### src/timer_pkg.sv
package timer_pkg;

  // Printed register offsets are indices; the byte address is four times the index.
  localparam logic [9:0] IDX_FLAGS = 10'h088;
  localparam logic [9:0] IDX_MODE = 10'h089;
  localparam logic [9:0] IDX_COUNT_A = 10'h090;
  localparam logic [9:0] IDX_COUNT_B = 10'h091;
  localparam logic [9:0] IDX_STATUS = 10'h092;
  localparam logic [9:0] IDX_MASK = 10'h093;
  localparam logic [11:0] ADDR_FLAGS = {IDX_FLAGS, 2'b00};
  localparam logic [11:0] ADDR_MODE = {IDX_MODE, 2'b00};
  localparam logic [11:0] ADDR_COUNT_A = {IDX_COUNT_A, 2'b00};
  localparam logic [11:0] ADDR_COUNT_B = {IDX_COUNT_B, 2'b00};
  localparam logic [11:0] ADDR_STATUS = {IDX_STATUS, 2'b00};
  localparam logic [11:0] ADDR_MASK = {IDX_MASK, 2'b00};

  // Positions in the one-hot decode vector.
  localparam int HIT_FLAGS = 0;
  localparam int HIT_MODE = 1;
  localparam int HIT_COUNT_A = 2;
  localparam int HIT_COUNT_B = 3;
  localparam int HIT_STATUS = 4;
  localparam int HIT_MASK = 5;
  localparam int HIT_COUNT = 6;

  // Fields of timer_run_and_irq_flags.
  localparam int OVERFLOW_FLAG_B = 7;
  localparam int RUN_BIT_B = 6;
  localparam int OVERFLOW_FLAG_A = 5;
  localparam int RUN_BIT_A = 4;
  localparam int EXT_REQUEST_FLAG_B = 3;
  localparam int EXT_TRIGGER_TYPE_B = 2;
  localparam int EXT_REQUEST_FLAG_A = 1;
  localparam int EXT_TRIGGER_TYPE_A = 0;

  // Fields of timer_mode_select; each timer's mode is two bits at its base.
  localparam int GATE_B = 7;
  localparam int COUNT_SRC_B = 6;
  localparam int MODE_BASE_B = 4;
  localparam int GATE_A = 3;
  localparam int COUNT_SRC_A = 2;
  localparam int MODE_BASE_A = 0;

  // Fields of the interrupt status and mask registers.
  localparam int ST_OVF_A = 0;
  localparam int ST_OVF_B = 1;
  localparam int ST_EXT_A = 2;
  localparam int ST_EXT_B = 3;

  localparam logic [7:0] FLAGS_RESET = 8'h00;
  localparam logic [7:0] MODE_RESET = 8'h00;
  localparam logic [15:0] COUNT_RESET = 16'h0000;
  localparam logic [3:0] EVENT_RESET = 4'h0;

  typedef enum logic [1:0] {
    MODE_13BIT,
    MODE_16BIT,
    MODE_RELOAD8,
    MODE_SPLIT
  } count_mode_t;

endpackage

### src/timer_core_if.sv
`timescale 1ns/1ps
`default_nettype none
interface timer_core_if;
  logic inc_lo;
  logic inc_hi;
  timer_pkg::count_mode_t mode;
  logic load;
  logic [15:0] load_value;
  logic [15:0] value;
  logic ovf_lo;
  logic ovf_hi;
  modport ctl (output inc_lo, inc_hi, mode, load, load_value, input value, ovf_lo, ovf_hi);
  modport core (input inc_lo, inc_hi, mode, load, load_value, output value, ovf_lo, ovf_hi);
endinterface
`default_nettype wire

### src/pin_sync.sv
`timescale 1ns/1ps
`default_nettype none
module pin_sync #(
  parameter int WIDTH = 4
) (
  input wire logic pclk,
  input wire logic presetn,
  input wire logic ce,
  input wire logic [WIDTH-1:0] pin,
  output logic [WIDTH-1:0] level,
  output logic [WIDTH-1:0] fall
);
  typedef struct packed {
    logic [WIDTH-1:0] meta;
    logic [WIDTH-1:0] stable;
    logic [WIDTH-1:0] prev;
  } sync_state_t;

  sync_state_t st;
  sync_state_t next_st;

  always_comb
  begin
    next_st.meta = pin;
    next_st.stable = st.meta;
    next_st.prev = st.stable;
  end

  // Pins idle high, so reset to ones to avoid a false edge after reset.
  always_ff @(posedge pclk or negedge presetn)
  begin
    if (!presetn)
      st <= '1;
    else if (ce)
      st <= next_st;
  end

  assign level = st.stable;
  assign fall = st.prev & ~st.stable;
endmodule // pin_sync
`default_nettype wire

### src/timer_core.sv
`timescale 1ns/1ps
`default_nettype none
module timer_core (
  input wire logic pclk,
  input wire logic presetn,
  input wire logic ce,
  timer_core_if.core bus
);
  typedef struct packed {
    logic [7:0] hi;
    logic [7:0] lo;
  } core_state_t;

  core_state_t st;
  core_state_t next_st;

  always_comb
  begin
    next_st = st;
    bus.ovf_lo = 1'b0;
    bus.ovf_hi = 1'b0;
    case (bus.mode)
      timer_pkg::MODE_13BIT:
      begin
        if (bus.inc_lo)
        begin
          next_st.lo[4:0] = st.lo[4:0] + 5'h01;
          if (st.lo[4:0] == 5'h1f)
          begin
            next_st.hi = st.hi + 8'h01;
            bus.ovf_lo = (st.hi == 8'hff);
          end
        end
      end
      timer_pkg::MODE_16BIT:
      begin
        if (bus.inc_lo)
        begin
          next_st = core_state_t'({st.hi, st.lo} + 16'h0001);
          bus.ovf_lo = ({st.hi, st.lo} == 16'hffff);
        end
      end
      timer_pkg::MODE_RELOAD8:
      begin
        if (bus.inc_lo)
        begin
          bus.ovf_lo = (st.lo == 8'hff);
          next_st.lo = bus.ovf_lo ? st.hi : st.lo + 8'h01;
        end
      end
      timer_pkg::MODE_SPLIT:
      begin
        // The high byte runs on its own increment, steered by the other timer.
        if (bus.inc_lo)
        begin
          next_st.lo = st.lo + 8'h01;
          bus.ovf_lo = (st.lo == 8'hff);
        end
        if (bus.inc_hi)
        begin
          next_st.hi = st.hi + 8'h01;
          bus.ovf_hi = (st.hi == 8'hff);
        end
      end
      default:
      begin
        next_st = st;
      end
    endcase
    if (bus.load)
      next_st = core_state_t'(bus.load_value);
  end

  always_ff @(posedge pclk or negedge presetn)
  begin
    if (!presetn)
      st <= core_state_t'(timer_pkg::COUNT_RESET);
    else if (ce)
      st <= next_st;
  end

  assign bus.value = {st.hi, st.lo};
endmodule // timer_core
`default_nettype wire

### src/dual_timer_ext_irq_control.sv
`timescale 1ns/1ps
`default_nettype none
module dual_timer_ext_irq_control (
  input wire logic pclk,
  input wire logic presetn,
  input wire logic ce,
  input wire logic [11:0] paddr,
  input wire logic psel,
  input wire logic penable,
  input wire logic pwrite,
  input wire logic [31:0] pwdata,
  output logic pready,
  output logic [31:0] prdata,
  output logic pslverr,
  input wire logic count_pin_a,
  input wire logic count_pin_b,
  input wire logic ext_irq_pin_a_n,
  input wire logic ext_irq_pin_b_n,
  input wire logic vector_ack_timer_a,
  input wire logic vector_ack_timer_b,
  input wire logic vector_ack_ext_a,
  input wire logic vector_ack_ext_b,
  output logic irq
);
  typedef struct packed {
    logic [7:0] flags;
    logic [7:0] mode_sel;
    logic [3:0] status;
    logic [3:0] mask;
    logic [31:0] rdata;
    logic rd_ok;
    logic err;
  } ctrl_state_t;

  ctrl_state_t st;
  ctrl_state_t next_st;

  timer_core_if ta ();
  timer_core_if tb ();

  logic [3:0] pin_level;
  logic [3:0] pin_fall;
  logic [timer_pkg::HIT_COUNT-1:0] hit;
  logic wr;
  logic en_a;
  logic en_b;
  logic tick_a;
  logic tick_b;
  logic ovf_a;
  logic ovf_b;
  logic ext_evt_a;
  logic ext_evt_b;
  logic [3:0] events;

  function automatic logic [timer_pkg::HIT_COUNT-1:0] decode(input logic [11:0] addr);
    logic [timer_pkg::HIT_COUNT-1:0] h;
    h = '0;
    h[timer_pkg::HIT_FLAGS] = (addr == timer_pkg::ADDR_FLAGS);
    h[timer_pkg::HIT_MODE] = (addr == timer_pkg::ADDR_MODE);
    h[timer_pkg::HIT_COUNT_A] = (addr == timer_pkg::ADDR_COUNT_A);
    h[timer_pkg::HIT_COUNT_B] = (addr == timer_pkg::ADDR_COUNT_B);
    h[timer_pkg::HIT_STATUS] = (addr == timer_pkg::ADDR_STATUS);
    h[timer_pkg::HIT_MASK] = (addr == timer_pkg::ADDR_MASK);
    return h;
  endfunction

  // Edge flag: vectoring clears, a new edge in the same cycle wins.
  function automatic logic ext_flag(input logic cur, input logic edge_mode,
                                    input logic fell, input logic low, input logic ack);
    logic f;
    f = cur;
    if (!edge_mode)
      f = low;
    else
    begin
      if (ack)
        f = 1'b0;
      if (fell)
        f = 1'b1;
    end
    return f;
  endfunction

  pin_sync #(
    .WIDTH(4)
  ) u_pin_sync (
    .pclk(pclk),
    .presetn(presetn),
    .ce(ce),
    .pin({ext_irq_pin_b_n, ext_irq_pin_a_n, count_pin_b, count_pin_a}),
    .level(pin_level),
    .fall(pin_fall)
  );

  timer_core u_timer_a (
    .pclk(pclk),
    .presetn(presetn),
    .ce(ce),
    .bus(ta.core)
  );

  timer_core u_timer_b (
    .pclk(pclk),
    .presetn(presetn),
    .ce(ce),
    .bus(tb.core)
  );

  assign hit = decode(paddr);
  assign pready = psel & penable & st.rd_ok & ce;
  assign wr = pready & pwrite;
  assign prdata = st.rdata;
  assign pslverr = pready & st.err;
  assign irq = |(st.status & st.mask);

  assign ta.mode = timer_pkg::count_mode_t'(st.mode_sel[timer_pkg::MODE_BASE_A +: 2]);
  assign tb.mode = timer_pkg::count_mode_t'(st.mode_sel[timer_pkg::MODE_BASE_B +: 2]);

  // The gate pin reads high when the active-low interrupt pin is released.
  assign en_a = st.flags[timer_pkg::RUN_BIT_A]
    & (~st.mode_sel[timer_pkg::GATE_A] | pin_level[2]);
  assign en_b = st.flags[timer_pkg::RUN_BIT_B]
    & (~st.mode_sel[timer_pkg::GATE_B] | pin_level[3]);
  assign tick_a = st.mode_sel[timer_pkg::COUNT_SRC_A] ? pin_fall[0] : 1'b1;
  assign tick_b = st.mode_sel[timer_pkg::COUNT_SRC_B] ? pin_fall[1] : 1'b1;

  assign ta.inc_lo = en_a & tick_a;
  // In split mode the high byte of timer A borrows timer B's run bit and the internal clock.
  assign ta.inc_hi = (ta.mode == timer_pkg::MODE_SPLIT)
    & st.flags[timer_pkg::RUN_BIT_B];
  assign tb.inc_lo = en_b & tick_b & (tb.mode != timer_pkg::MODE_SPLIT);
  assign tb.inc_hi = 1'b0;

  assign ta.load = wr & hit[timer_pkg::HIT_COUNT_A];
  assign tb.load = wr & hit[timer_pkg::HIT_COUNT_B];
  assign ta.load_value = pwdata[15:0];
  assign tb.load_value = pwdata[15:0];

  assign ovf_a = ta.ovf_lo;
  assign ovf_b = tb.ovf_lo | ta.ovf_hi;

  // Trigger type one means falling edge, zero means low level.
  assign ext_evt_a = st.flags[timer_pkg::EXT_TRIGGER_TYPE_A]
    ? pin_fall[2] : ~pin_level[2];
  assign ext_evt_b = st.flags[timer_pkg::EXT_TRIGGER_TYPE_B]
    ? pin_fall[3] : ~pin_level[3];

  always_comb
  begin
    events = '0;
    events[timer_pkg::ST_OVF_A] = ovf_a;
    events[timer_pkg::ST_OVF_B] = ovf_b;
    events[timer_pkg::ST_EXT_A] = ext_evt_a;
    events[timer_pkg::ST_EXT_B] = ext_evt_b;
  end

  always_comb
  begin
    next_st = st;

    // Read data is captured in the setup cycle so prdata comes from a flop.
    if (psel && !penable)
    begin
      next_st.rd_ok = 1'b1;
      next_st.err = ~|hit;
      next_st.rdata = '0;
      case (1'b1)
        hit[timer_pkg::HIT_FLAGS]:
          next_st.rdata[7:0] = st.flags;
        hit[timer_pkg::HIT_MODE]:
          next_st.rdata[7:0] = st.mode_sel;
        hit[timer_pkg::HIT_COUNT_A]:
          next_st.rdata[15:0] = ta.value;
        hit[timer_pkg::HIT_COUNT_B]:
          next_st.rdata[15:0] = tb.value;
        hit[timer_pkg::HIT_STATUS]:
          next_st.rdata[3:0] = st.status;
        hit[timer_pkg::HIT_MASK]:
          next_st.rdata[3:0] = st.mask;
        default:
          next_st.rdata = '0;
      endcase
    end
    if (pready)
      next_st.rd_ok = 1'b0;

    if (wr && hit[timer_pkg::HIT_FLAGS])
      next_st.flags = pwdata[7:0];
    if (wr && hit[timer_pkg::HIT_MODE])
      next_st.mode_sel = pwdata[7:0];
    if (wr && hit[timer_pkg::HIT_MASK])
      next_st.mask = pwdata[3:0];

    // Hardware updates follow the software write so that a hardware set wins over both the write and a vectoring clear.
    if (vector_ack_timer_b)
      next_st.flags[timer_pkg::OVERFLOW_FLAG_B] = 1'b0;
    if (ovf_b)
      next_st.flags[timer_pkg::OVERFLOW_FLAG_B] = 1'b1;
    if (vector_ack_timer_a)
      next_st.flags[timer_pkg::OVERFLOW_FLAG_A] = 1'b0;
    if (ovf_a)
      next_st.flags[timer_pkg::OVERFLOW_FLAG_A] = 1'b1;

    next_st.flags[timer_pkg::EXT_REQUEST_FLAG_B] = ext_flag(
      next_st.flags[timer_pkg::EXT_REQUEST_FLAG_B],
      st.flags[timer_pkg::EXT_TRIGGER_TYPE_B],
      pin_fall[3], ~pin_level[3], vector_ack_ext_b);
    next_st.flags[timer_pkg::EXT_REQUEST_FLAG_A] = ext_flag(
      next_st.flags[timer_pkg::EXT_REQUEST_FLAG_A],
      st.flags[timer_pkg::EXT_TRIGGER_TYPE_A],
      pin_fall[2], ~pin_level[2], vector_ack_ext_a);

    if (wr && hit[timer_pkg::HIT_STATUS])
      next_st.status = st.status & ~pwdata[3:0];
    next_st.status = next_st.status | events;
  end

  always_ff @(posedge pclk or negedge presetn)
  begin
    if (!presetn)
    begin
      st.flags <= timer_pkg::FLAGS_RESET;
      st.mode_sel <= timer_pkg::MODE_RESET;
      st.status <= timer_pkg::EVENT_RESET;
      st.mask <= timer_pkg::EVENT_RESET;
      st.rdata <= '0;
      st.rd_ok <= 1'b0;
      st.err <= 1'b0;
    end
    else if (ce)
      st <= next_st;
  end
endmodule // dual_timer_ext_irq_control
`default_nettype wire

### config.mk
export PLATFORM = sky130hd
export DESIGN_NAME = dual_timer_ext_irq_control
export DESIGN_NICKNAME = d
export VERILOG_FILES = /design/src/timer_pkg.sv /design/src/timer_core_if.sv /design/src/pin_sync.sv /design/src/timer_core.sv /design/src/dual_timer_ext_irq_control.sv
export SDC_FILE = /design/constraint.sdc
export NUM_CORES = 1
export LEC_CHECK = 0
export ABC_AREA = 1
export BUFFER_PORTS_ARGS = -buffer_cell sky130_fd_sc_hd__buf_4
export CAP_MARGIN = 15
export CORE_MARGIN = 2
export CORE_UTILIZATION = 58
export CTS_CLUSTER_SIZE = 10
export DETAILED_ROUTE_END_ITERATION = 8
export PLACE_DENSITY = 0.93
export SYNTH_ARGS = -nofsm -noshare
export SYNTH_HDL_FRONTEND = slang
export SYNTH_SLANG_ARGS = --single-unit
export TNS_END_PERCENT = 20
### constraint.sdc
create_clock -name pclk -period 2.05 [get_ports pclk]
set_input_delay 0 -clock pclk [delete_from_list [all_inputs] [get_ports pclk]]
set_output_delay 0 -clock pclk [all_outputs]
set_load 0.02 [all_outputs]
# Word-level counts from Yosys, hierarchy flattened
# Cells that the tools add are included.
classes:
  add_sub_neg: 8
  n_eq_ne: 34
  mux: 67
  bitwise_logic: 26
  n_reduce_logical: 35
ops:
  columns: ["op", "n"]
  rows:
  - ["8-bit 2-to-1 mux", 16]
  - ["12-bit by 10-bit equality test with 1-bit output (second input constant)", 6]
  - ["16-bit 2-to-1 mux", 4]
  - ["4-bit 2-to-1 mux", 11]
  - ["5-bit case mux with 4 select lines", 2]
  - ["16-bit by 1-bit adder with 16-bit output (second input constant)", 2]
  - ["8-bit by 1-bit adder with 8-bit output (second input constant)", 4]
  - ["16-bit equality test (second input constant)", 2]
  - ["8-bit equality test (second input constant)", 4]
  - ["3-bit != test (second input constant)", 9]
  - ["1-bit 2-to-1 mux", 25]
  - ["5-bit AND reduction", 5]
  - ["8-bit case mux with 3 select lines", 1]
  - ["3-bit case mux with 3 select lines", 2]
  - ["2-bit AND reduction", 9]
  - ["8-bit case mux with 2 select lines", 1]
  - ["1-bit AND", 13]
  - ["4-bit AND", 3]
  - ["4-bit nonzero test", 3]
  - ["5-bit by 1-bit adder with 5-bit output (second input constant)", 2]
  - ["5-bit equality test (second input constant)", 2]
  - ["5-bit 2-to-1 mux", 2]
  - ["3-bit nonzero test", 3]
  - ["2-bit equality test (second input constant)", 4]
  - ["18 further kinds", 35]
totals:
  reg_bits: 86
  inputBits: 58
  output_inout_bits: 35
  elab_cells: 190

# Longest topological paths before layout
# Gate-level depths: netlist of the first run.
logic_depth:
  word_depth: 10
  mapped_depth: 12

# By module
# From an unflattened synthesis of the first run, not the netlist that was laid out.
hier_totals:
  cells_unflattened: 930
  hier_area_um2: 6535.0
modules_own_cells:
  columns: ["module", "n_inst", "cells_each", "area_per_inst_um2", "seq_area_each_um2"]
  rows:
  - ["timer_core", 2, 253, 1602.8, 400.4]
  - ["dual_timer_ext_irq_control", 1, 361, 2796.4, 1051.0]
  - ["pin_sync", 1, 63, 533.0, 315.3]

# Worst setup path after synthesis of the first run
# Ideal clock, no wire load.
synth_path:
  kind: "reg2reg"
  startpoint: "register st[43] in the netlist's numbering"
  endpoint: "register u_timer_a.st, in the netlist u_timer_a.bus.value[10]"
  setup_ns: 0.117
  arrival_time_ns: 1.608
  required_time_ns: 1.933
  slack_ns: 0.324
  path_stages_with_launch: 11
  path_buffers: 1
  period_less_slack_ns: 1.726
  path_cell_list: "dfrtp_1 inv_1 ha_1 clkbuf_1 inv_1 nand3_1 o221ai_1 nand2_1 nand4_1 nand2_1 nand2_1"
synth_via:
  elab_chain_cells: 4
  word_cells_on_any_way: 12
  classes_between: "eq/ne: 6; mux: 2; bitwise: 1; reduce/logical: 3"
synth_lines:
  columns: ["item", "line_no", "source"]
  rows:
  - ["from (decl)", "dual_timer_ext_irq_control.sv:35", "ctrl_state_t st;"]
  - ["from (signal assigned)", "dual_timer_ext_irq_control.sv:231", "st <= next_st;"]
  - ["2-bit equality test", "timer_core.sv:22, dual_timer_ext_irq_control.sv:129", null]
  - ["1-bit AND", "dual_timer_ext_irq_control.sv:130", "& st.flags[timer_pkg::RUN_BIT_B];"]
  - ["3-bit != test (no source line)", null, null]
  - ["6-bit AND reduction (no source line)", null, null]
  - ["to (signal assigned)", "timer_core.sv:77", "st <= core_state_t'(timer_pkg::COUNT_RESET);"]
  - ["to (signal assigned)", "timer_core.sv:79", "st <= next_st;"]
  - ["to (decl)", "timer_core.sv:14", "core_state_t st;"]
# Parallel ways exist; a longest one is shown, timed or not.
# A chain may end at the register's enable or synchronous reset.

# Worst setup path after layout of the first run
layout_path:
  startpoint: "input paddr[0]"
  endpoint: "register u_timer_b.st, in the netlist u_timer_b.bus.value[10]"
layout_via:
  elab_chain_cells: 4
  word_cells_on_any_way: 8
  classes_between: "eq/ne: 4; mux: 1; bitwise: 1; reduce/logical: 2"
layout_lines:
  columns: ["item", "line_no", "source"]
  rows:
  - ["from (decl)", "dual_timer_ext_irq_control.sv:7", "input wire logic [11:0] paddr,"]
  - ["12-bit by 10-bit equality test with 1-bit output *", "dual_timer_ext_irq_control.sv:61", "h[timer_pkg::HIT_COUNT_B] = (addr == timer_pkg::ADDR_COUNT_B);"]
  - ["1-bit AND *", "dual_timer_ext_irq_control.sv:135", "assign tb.load = wr & hit[timer_pkg::HIT_COUNT_B];"]
  - ["3-bit by 2-bit != test with 1-bit output (no source line) (tied with other cells)", null, null]
  - ["5-bit AND reduction (no source line)", null, null]
  - ["to (signal assigned)", "timer_core.sv:77", null]
  - ["to (signal assigned)", "timer_core.sv:79", null]
  - ["to (decl)", "timer_core.sv:14", null]
# Every way passes the cells marked *; elsewhere a longest branch is shown, timed or not.

==> results.json, run 1 <==
{
  "io_pins": 93,
  "cts.reportedPaths.clkPinSlew_ns": 0.09,
  "dieWidth_um": 104,
  "cpMostUsedCell": "nand3_1",
  "fin_nets": 1037,
  "fin_area_um2": 6820,
  "dieHeight_um": 104,
  "cts_buffers": 9,
  "clock.fmax_ghz": 0.523,
  "gr-total-overflow": 0,
  "grt_usage": 0.314,
  "cp_slowest_cell": "dlygate4sd3_1",
  "syn2layout_area_growth_pct": 16.5,
  "fin_setup_tns_ns": 0,
  "cts_buffer_depth": 2,
  "detail-route-antenna-nets": 0,
  "io_buffers": 60,
  "place_inst": 1066,
  "ir_drop_uv": 360,
  "initialDrtViolationCount": 584,
  "synth_area_per_cell_um2": 6.61,
  "ys_ff_latch": 86,
  "routabilityCongestion": 0.971,
  "postCtsSetupRepairBufs": 0,
  "required_ns": 2.33,
  "synth.distinct_cells": 37,
  "hold_class": "in -> reg",
  "synth_edf_count": 0,
  "hold_viol": 0,
  "synthArstFlopShare": 1.00,
  "cpPeakStageDelay_ns": 0.53,
  "status": "finished clean",
  "setup_viol": 0,
  "clkSinkCount": 86,
  "worst_slew_pin_slew_ns": 0.591,
  "hpwl_um": 12500,
  "worstPathMaxFanout": 20,
  "grt_max_degree": 48,
  "yosysSeqAreaShare": 0.370,
  "fin_hold_ws_ns": 0.00289,
  "p_per_area_nw_per_um2": 493,
  "cts_tree": "yes",
  "grt_pass1_vias": 5657,
  "first_pass_iters": 5,
  "path_class": "in -> reg",
  "core_um2": 9770,
  "layout.cells.non_filler": 1107,
  "synth_ff_type": "dfrtp_1",
  "final_common_cell": "nand2_1",
  "vias": 6172,
  "worstSetupEndpointType": "flop",
  "layout_worst_path_cycle_share": 0.933,
  "num-fill-cells": 834,
  "grt_pass1_wl_um": 27200,
  "rows": 36,
  "maxCapViolCount": 0,
  "antenna_found_initial": 0,
  "yosysWarnings": 0,
  "maxSlewHeadroom": 0.606,
  "cts_htree_levels": 3,
  "finalCriticalPeriod_ns": 1.91,
  "skew_ns": 0.00791,
  "worstPathCellList": "dlygate4sd3_1 > buf_4 > nor2_1 > nand3_1 > nor2_2 > nand3_1 > buf_4 > inv_2 > nand2_1 > nand3_1 > nand2_1",
  "final_cell_mix": "318 x nand2_1, 84 x inv_1, 82 x nand3_1, 81 x buf_4",
  "remaining_drc_errors": 0,
  "fp.dieArea_um2": 10900,
  "synth_cells": 886,
  "worstSetupStartpointType": "primary input",
  "clkLatencyLatePin_ns": 0.38,
  "power_mw": 3.36,
  "routed_wl_um": 16700,
  "p_leak_nw": 3.57,
  "start_util": 0.599,
  "clockRootBuffer": "clkbuf_8",
  "rsz0062_at_grt": "no",
  "synthesis.area_um2": 5860,
  "arrival_ns": 2.19,
  "drv_slew": 0,
  "postPlaceCellArea_um2": 6380,
  "wl_per_cell_um": 15.1,
  "diodes": 0,
  "drive_gt1_frac": 0.134,
  "vias_per_cell": 5.58
}
cell usage after synthesis, types with 3 or more instances:
cell / number / area [um2]
buf_4: 32 / 240
nand3b_1: 5 / 37.5
dfrtp_1: 74 / 1850
o211ai_1: 5 / 37.5
nand2_1: 319 / 1200
xor2_1: 5 / 43.8
nor3_1: 14 / 70.1
nor2_1: 57 / 214
nor2_2: 4 / 25.0
buf_2: 5 / 25.0
inv_1: 84 / 315
clkbuf_1: 11 / 41.3
o21ai_1: 19 / 95.1
nand3_1: 82 / 410
or2_0: 3 / 18.8
a21oi_1: 23 / 115
ha_1: 10 / 125
dfstp_2: 12 / 315
inv_2: 7 / 26.3
o21ai_0: 74 / 370
nand4_1: 19 / 119
what timing repair did:
item                                   CTS  global route
endpoints found under the hold margin   73             0
setup endpoints to repair                0            21
resized for setup                        0             6
hold buffers                            25             0
cells by family after synthesis:
family,after synthesis,share of synthesized area
DFF,86,0.370
other,1,0.000640
adders and majority gates,10,0.0214
AOI/OAI and AO/OA,128,0.114
and+or+nand+nor,513,0.372
xor gates and xnor gates,6,0.00897
buffers and inverters,142,0.113
flip-flops by register name (all words and copies together) (netlist names):
| register | flops |
|---|---|
| prdata | 16 |
| st | 26 |
| u_pin_sync.level | 4 |
| u_pin_sync.next_st | 4 |
| u_pin_sync.st | 4 |
| u_timer_a.bus.value | 16 |
| u_timer_b.bus.value | 16 |
per-stage QoR:
stage | setup slack, ns | utilization
detailed placement | 0.123 | 0.652
floorplan | 0.324 | -
finish | 0.137 | 0.698
global route | 0.0154 | 0.698
global placement | 0.170 | 0.652
CTS | 0.0816 | 0.696
cell type report:
type | count | area, um2 | share of cell area
Multi-Input combinational cell | 673 | 3110 | 0.455
Clock inverter | 5 | 35.0 | 0.00513
Inverter | 93 | 349 | 0.0512
Timing Repair Buffer | 106 | 858 | 0.126
Clock buffer | 11 | 141 | 0.0207
Tap cell | 133 | 166 | 0.0244
Sequential cell | 86 | 2170 | 0.318
critical path, delay by kind of cell:
kind | cells | cell delay, ns
and+or+nand+nor | 7 | 1.06
buffers and inverters | 4 | 1.12
power breakdown:
part / internal (mW) / switching (mW) / total (mW)
Sequential: 1.77 / 0.0483 / 1.82
Clock: 0.476 / 0.646 / 1.12
Combinational: 0.166 / 0.253 / 0.418
per-layer routing:
layer | share of wire | global-route usage
met1 | 0.42 | 0.431
met2 | 0.45 | 0.491
met3 | 0.10 | 0.0526
met4 | 0.030 | 0.130
met5 | 0 | 0
worst paths after layout:
path	start	endpoint	slack [ns]	depth (start not counted)
hold / removal	psel	st[1]	0.003	4
max in group asynchronous	presetn	u_pin_sync.next_st[4]	1.22	3
hold reg to reg	u_pin_sync.next_st[6]	u_pin_sync.next_st[6]	0.47	2
setup / recovery	paddr[0]	u_timer_b.bus.value[10]	0.14	11
setup reg to reg	u_timer_a.bus.value[1]	u_timer_a.bus.value[12]	0.18	10
min in group asynchronous	presetn	st[51]	0.17	2
(Power assumes the default switching activity.)
==> run 2, diff against run 1 <==
--- a/config.mk
+++ b/config.mk
@@ -13,6 +13,7 @@
 export CTS_CLUSTER_SIZE = 10
 export DETAILED_ROUTE_END_ITERATION = 8
 export PLACE_DENSITY = 0.93
+export SETUP_SLACK_MARGIN = 0.3
 export SYNTH_ARGS = -nofsm -noshare
 export SYNTH_HDL_FRONTEND = slang
 export SYNTH_SLANG_ARGS = --single-unit
==> run 2 against run 1 <==
Compared with the run above: the run now ends with hold timing left; first-iteration DRC count rose by 22%; via count rose by 1.3%; utilization rose by 2.3 points; maximum frequency rose by 9.7%; combinational power rose by 4%; final cell count rose by 0.54%; non-clock buffer count rose by 6.
==> results.json, run 2 (synthesis results as in run 1) <==
{
  "route.met3.wl_um": 1780,
  "antenna_found_initial": 0,
  "min_to": "st[1]",
  "grt_pass1_vias": 5671,
  "detail-route-antenna-nets": 0,
  "clkLatencyLatePin_ns": 0.38,
  "dp_slack_ns": 0.123,
  "clockRootBuffer": "clkbuf_8",
  "hold_viol": 1,
  "final_common_cell": "nand2_1",
  "violations": "hold timing",
  "fin_setup_tns_ns": 0,
  "grt_max_degree": 48,
  "vias": 6253,
  "r2r_end": "u_timer_a.bus.value[11]",
  "rows": 36,
  "clkSinkCount": 86,
  "first_pass_iters": 6,
  "setup_viol": 0,
  "initialDrtViolationCount": 715,
  "remaining_drc_errors": 0,
  "io_pins": 93,
  "dr.max_layer_used": "met4",
  "rsz0062_at_grt": "yes",
  "cpPeakStageDelay_ns": 0.48,
  "hold_depth": 4,
  "grt_usage": 0.315,
  "arrival_ns": 2.06,
  "wl_met2_um": 7820,
  "required_ns": 2.37,
  "core_um2": 9770,
  "ff2ff_setup_slack_ns": 0.30,
  "power_mw": 3.39,
  "vias_per_cell": 5.62,
  "clock.fmax_ghz": 0.573,
  "finalCriticalPeriod_ns": 1.75,
  "r2r-start": "st[42]",
  "cts.reportedPaths.clkPinSlew_ns": 0.09,
  "fin_util": 0.721,
  "path_buf_inv": 2,
  "dieWidth_um": 104,
  "cts_tree": "yes",
  "cpMostUsedCell": "nand2_1",
  "wl_per_cell_um": 15.5,
  "cp_slowest_cell": "dfrtp_2",
  "top_register": "st",
  "routabilityCongestion": 0.971,
  "cts_buffer_depth": 2,
  "status": "finished with violations",
  "p_per_area_nw_per_um2": 481,
  "path_class": "reg -> reg",
  "grt_pass1_wl_um": 27300,
  "start_util": 0.599,
  "min-delay-start": "psel",
  "reg2reg_depth": 10,
  "path_delay_family": "simple AND/OR/NAND/NOR gates",
  "fin_hold_ws_ns": -0.000351,
  "maxCapViolCount": 0,
  "fin_nets": 1043,
  "syn2layout_area_growth_pct": 20.3,
  "routed_wl_um": 17200,
  "hpwl_um": 12500,
  "diodes": 0,
  "hold_class": "in -> reg",
  "skew_ns": 0.00981,
  "drive_gt1_frac": 0.169,
  "maxSlewHeadroom": 0.614,
  "dieHeight_um": 104,
  "final_cell_mix": "312 x nand2_1, 85 x buf_4, 80 x nand3_1, 80 x inv_1, 72 x o21ai_0",
  "largest_register_ffs": 26,
  "worstPathMaxFanout": 8,
  "gr-total-overflow": 0,
  "io_buffers": 60,
  "p_leak_nw": 3.63,
  "wl_met1_um": 7060,
  "drv_slew": 0,
  "worstPathCellList": "inv_2 > ha_4 > inv_1 > nand3_1 > o221ai_1 > nand2_1 > nand3_1 > nor2_4 > nand2_1 > nand2_1",
  "cts_htree_levels": 3,
  "ir_drop_uv": 364,
  "setup_slack_ns": 0.305,
  "layout_worst_path_cycle_share": 0.851,
  "cts_buffers": 9,
  "worstSetupEndpointType": "flop",
  "worst_slew_pin_slew_ns": 0.578,
  "worstSetupStartpointType": "flop",
  "fp.dieArea_um2": 10900
}
## run 2: changes by cell type in the layout (fill, tap and decap cells not counted), sizes merged
cell,before,now
dlygate4sd3,25,24
buf,81,88
## run 2: final cells by class
type	instances	area, um2
clock buffer	11	141
clock inverter	5	35.0
fill	791	2730
inverter	93	352
multi-input combinational	673	3250
sequential	86	2170
tap	133	166
timing repair buffer	112	930
## run 2: worst max path at each step
stage	startpoint	endpoint	cells after the start
floorplan	st[43]	u_timer_a.bus.value[10]	10
global placement	u_timer_a.bus.value[1]	u_timer_a.bus.value[9]	10
detailed placement	u_timer_a.bus.value[1]	u_timer_a.bus.value[9]	10
CTS	u_timer_b.bus.value[1]	u_timer_b.bus.value[12]	10
global route	st[1]	st[51]	11
finish	st[42]	u_timer_a.bus.value[11]	10
## run 2: per-stage QoR
stage / std cells / area [um2]
2_1_floorplan: 901 / 5910
3_3_place_gp: 1066 / 6380
3_5_place_dp: 1066 / 6380
4_1_cts: 1108 / 6820
5_1_grt: 1113 / 7040
6_report: 1113 / 7040
## run 2: worst reg2reg max path, cell delays in order, from the launching register on
cell and delay, ns:
dfrtp_2 0.48, inv_2 0.13, ha_4 0.17, inv_1 0.08, nand3_1 0.11, o221ai_1 0.11, nand2_1 0.09, nand3_1 0.12
nor2_4 0.21, nand2_1 0.10, nand2_1 0.07
## run 2: what timing repair did
| item | CTS | global route |
|---|---|---|
| setup endpoints to repair | 28 | 40 |
| hold endpoints to repair | 73 | 0 |
| pin swaps | 2 | 7 |
| resized for setup | 8 | 46 |
| hold buffers | 24 | 0 |
| buffers inserted | 2 | 5 |
## run 2: where the power goes
group / total (mW) / leakage [nW] / switching [mW] / internal [mW]
combinational: 0.433 / 2.46 / 0.264 / 0.169
clock: 1.14 / 0.0897 / 0.660 / 0.477
sequential: 1.82 / 1.09 / 0.0487 / 1.77
total: 3.39 / 3.63 / 0.972 / 2.42
## run 2: layer usage
layer	vias up	global-route usage
met5	-	0
met4	0	0.130
met3	56	0.0558
met2	362	0.493
met1	2842	0.431
li1	2993	-
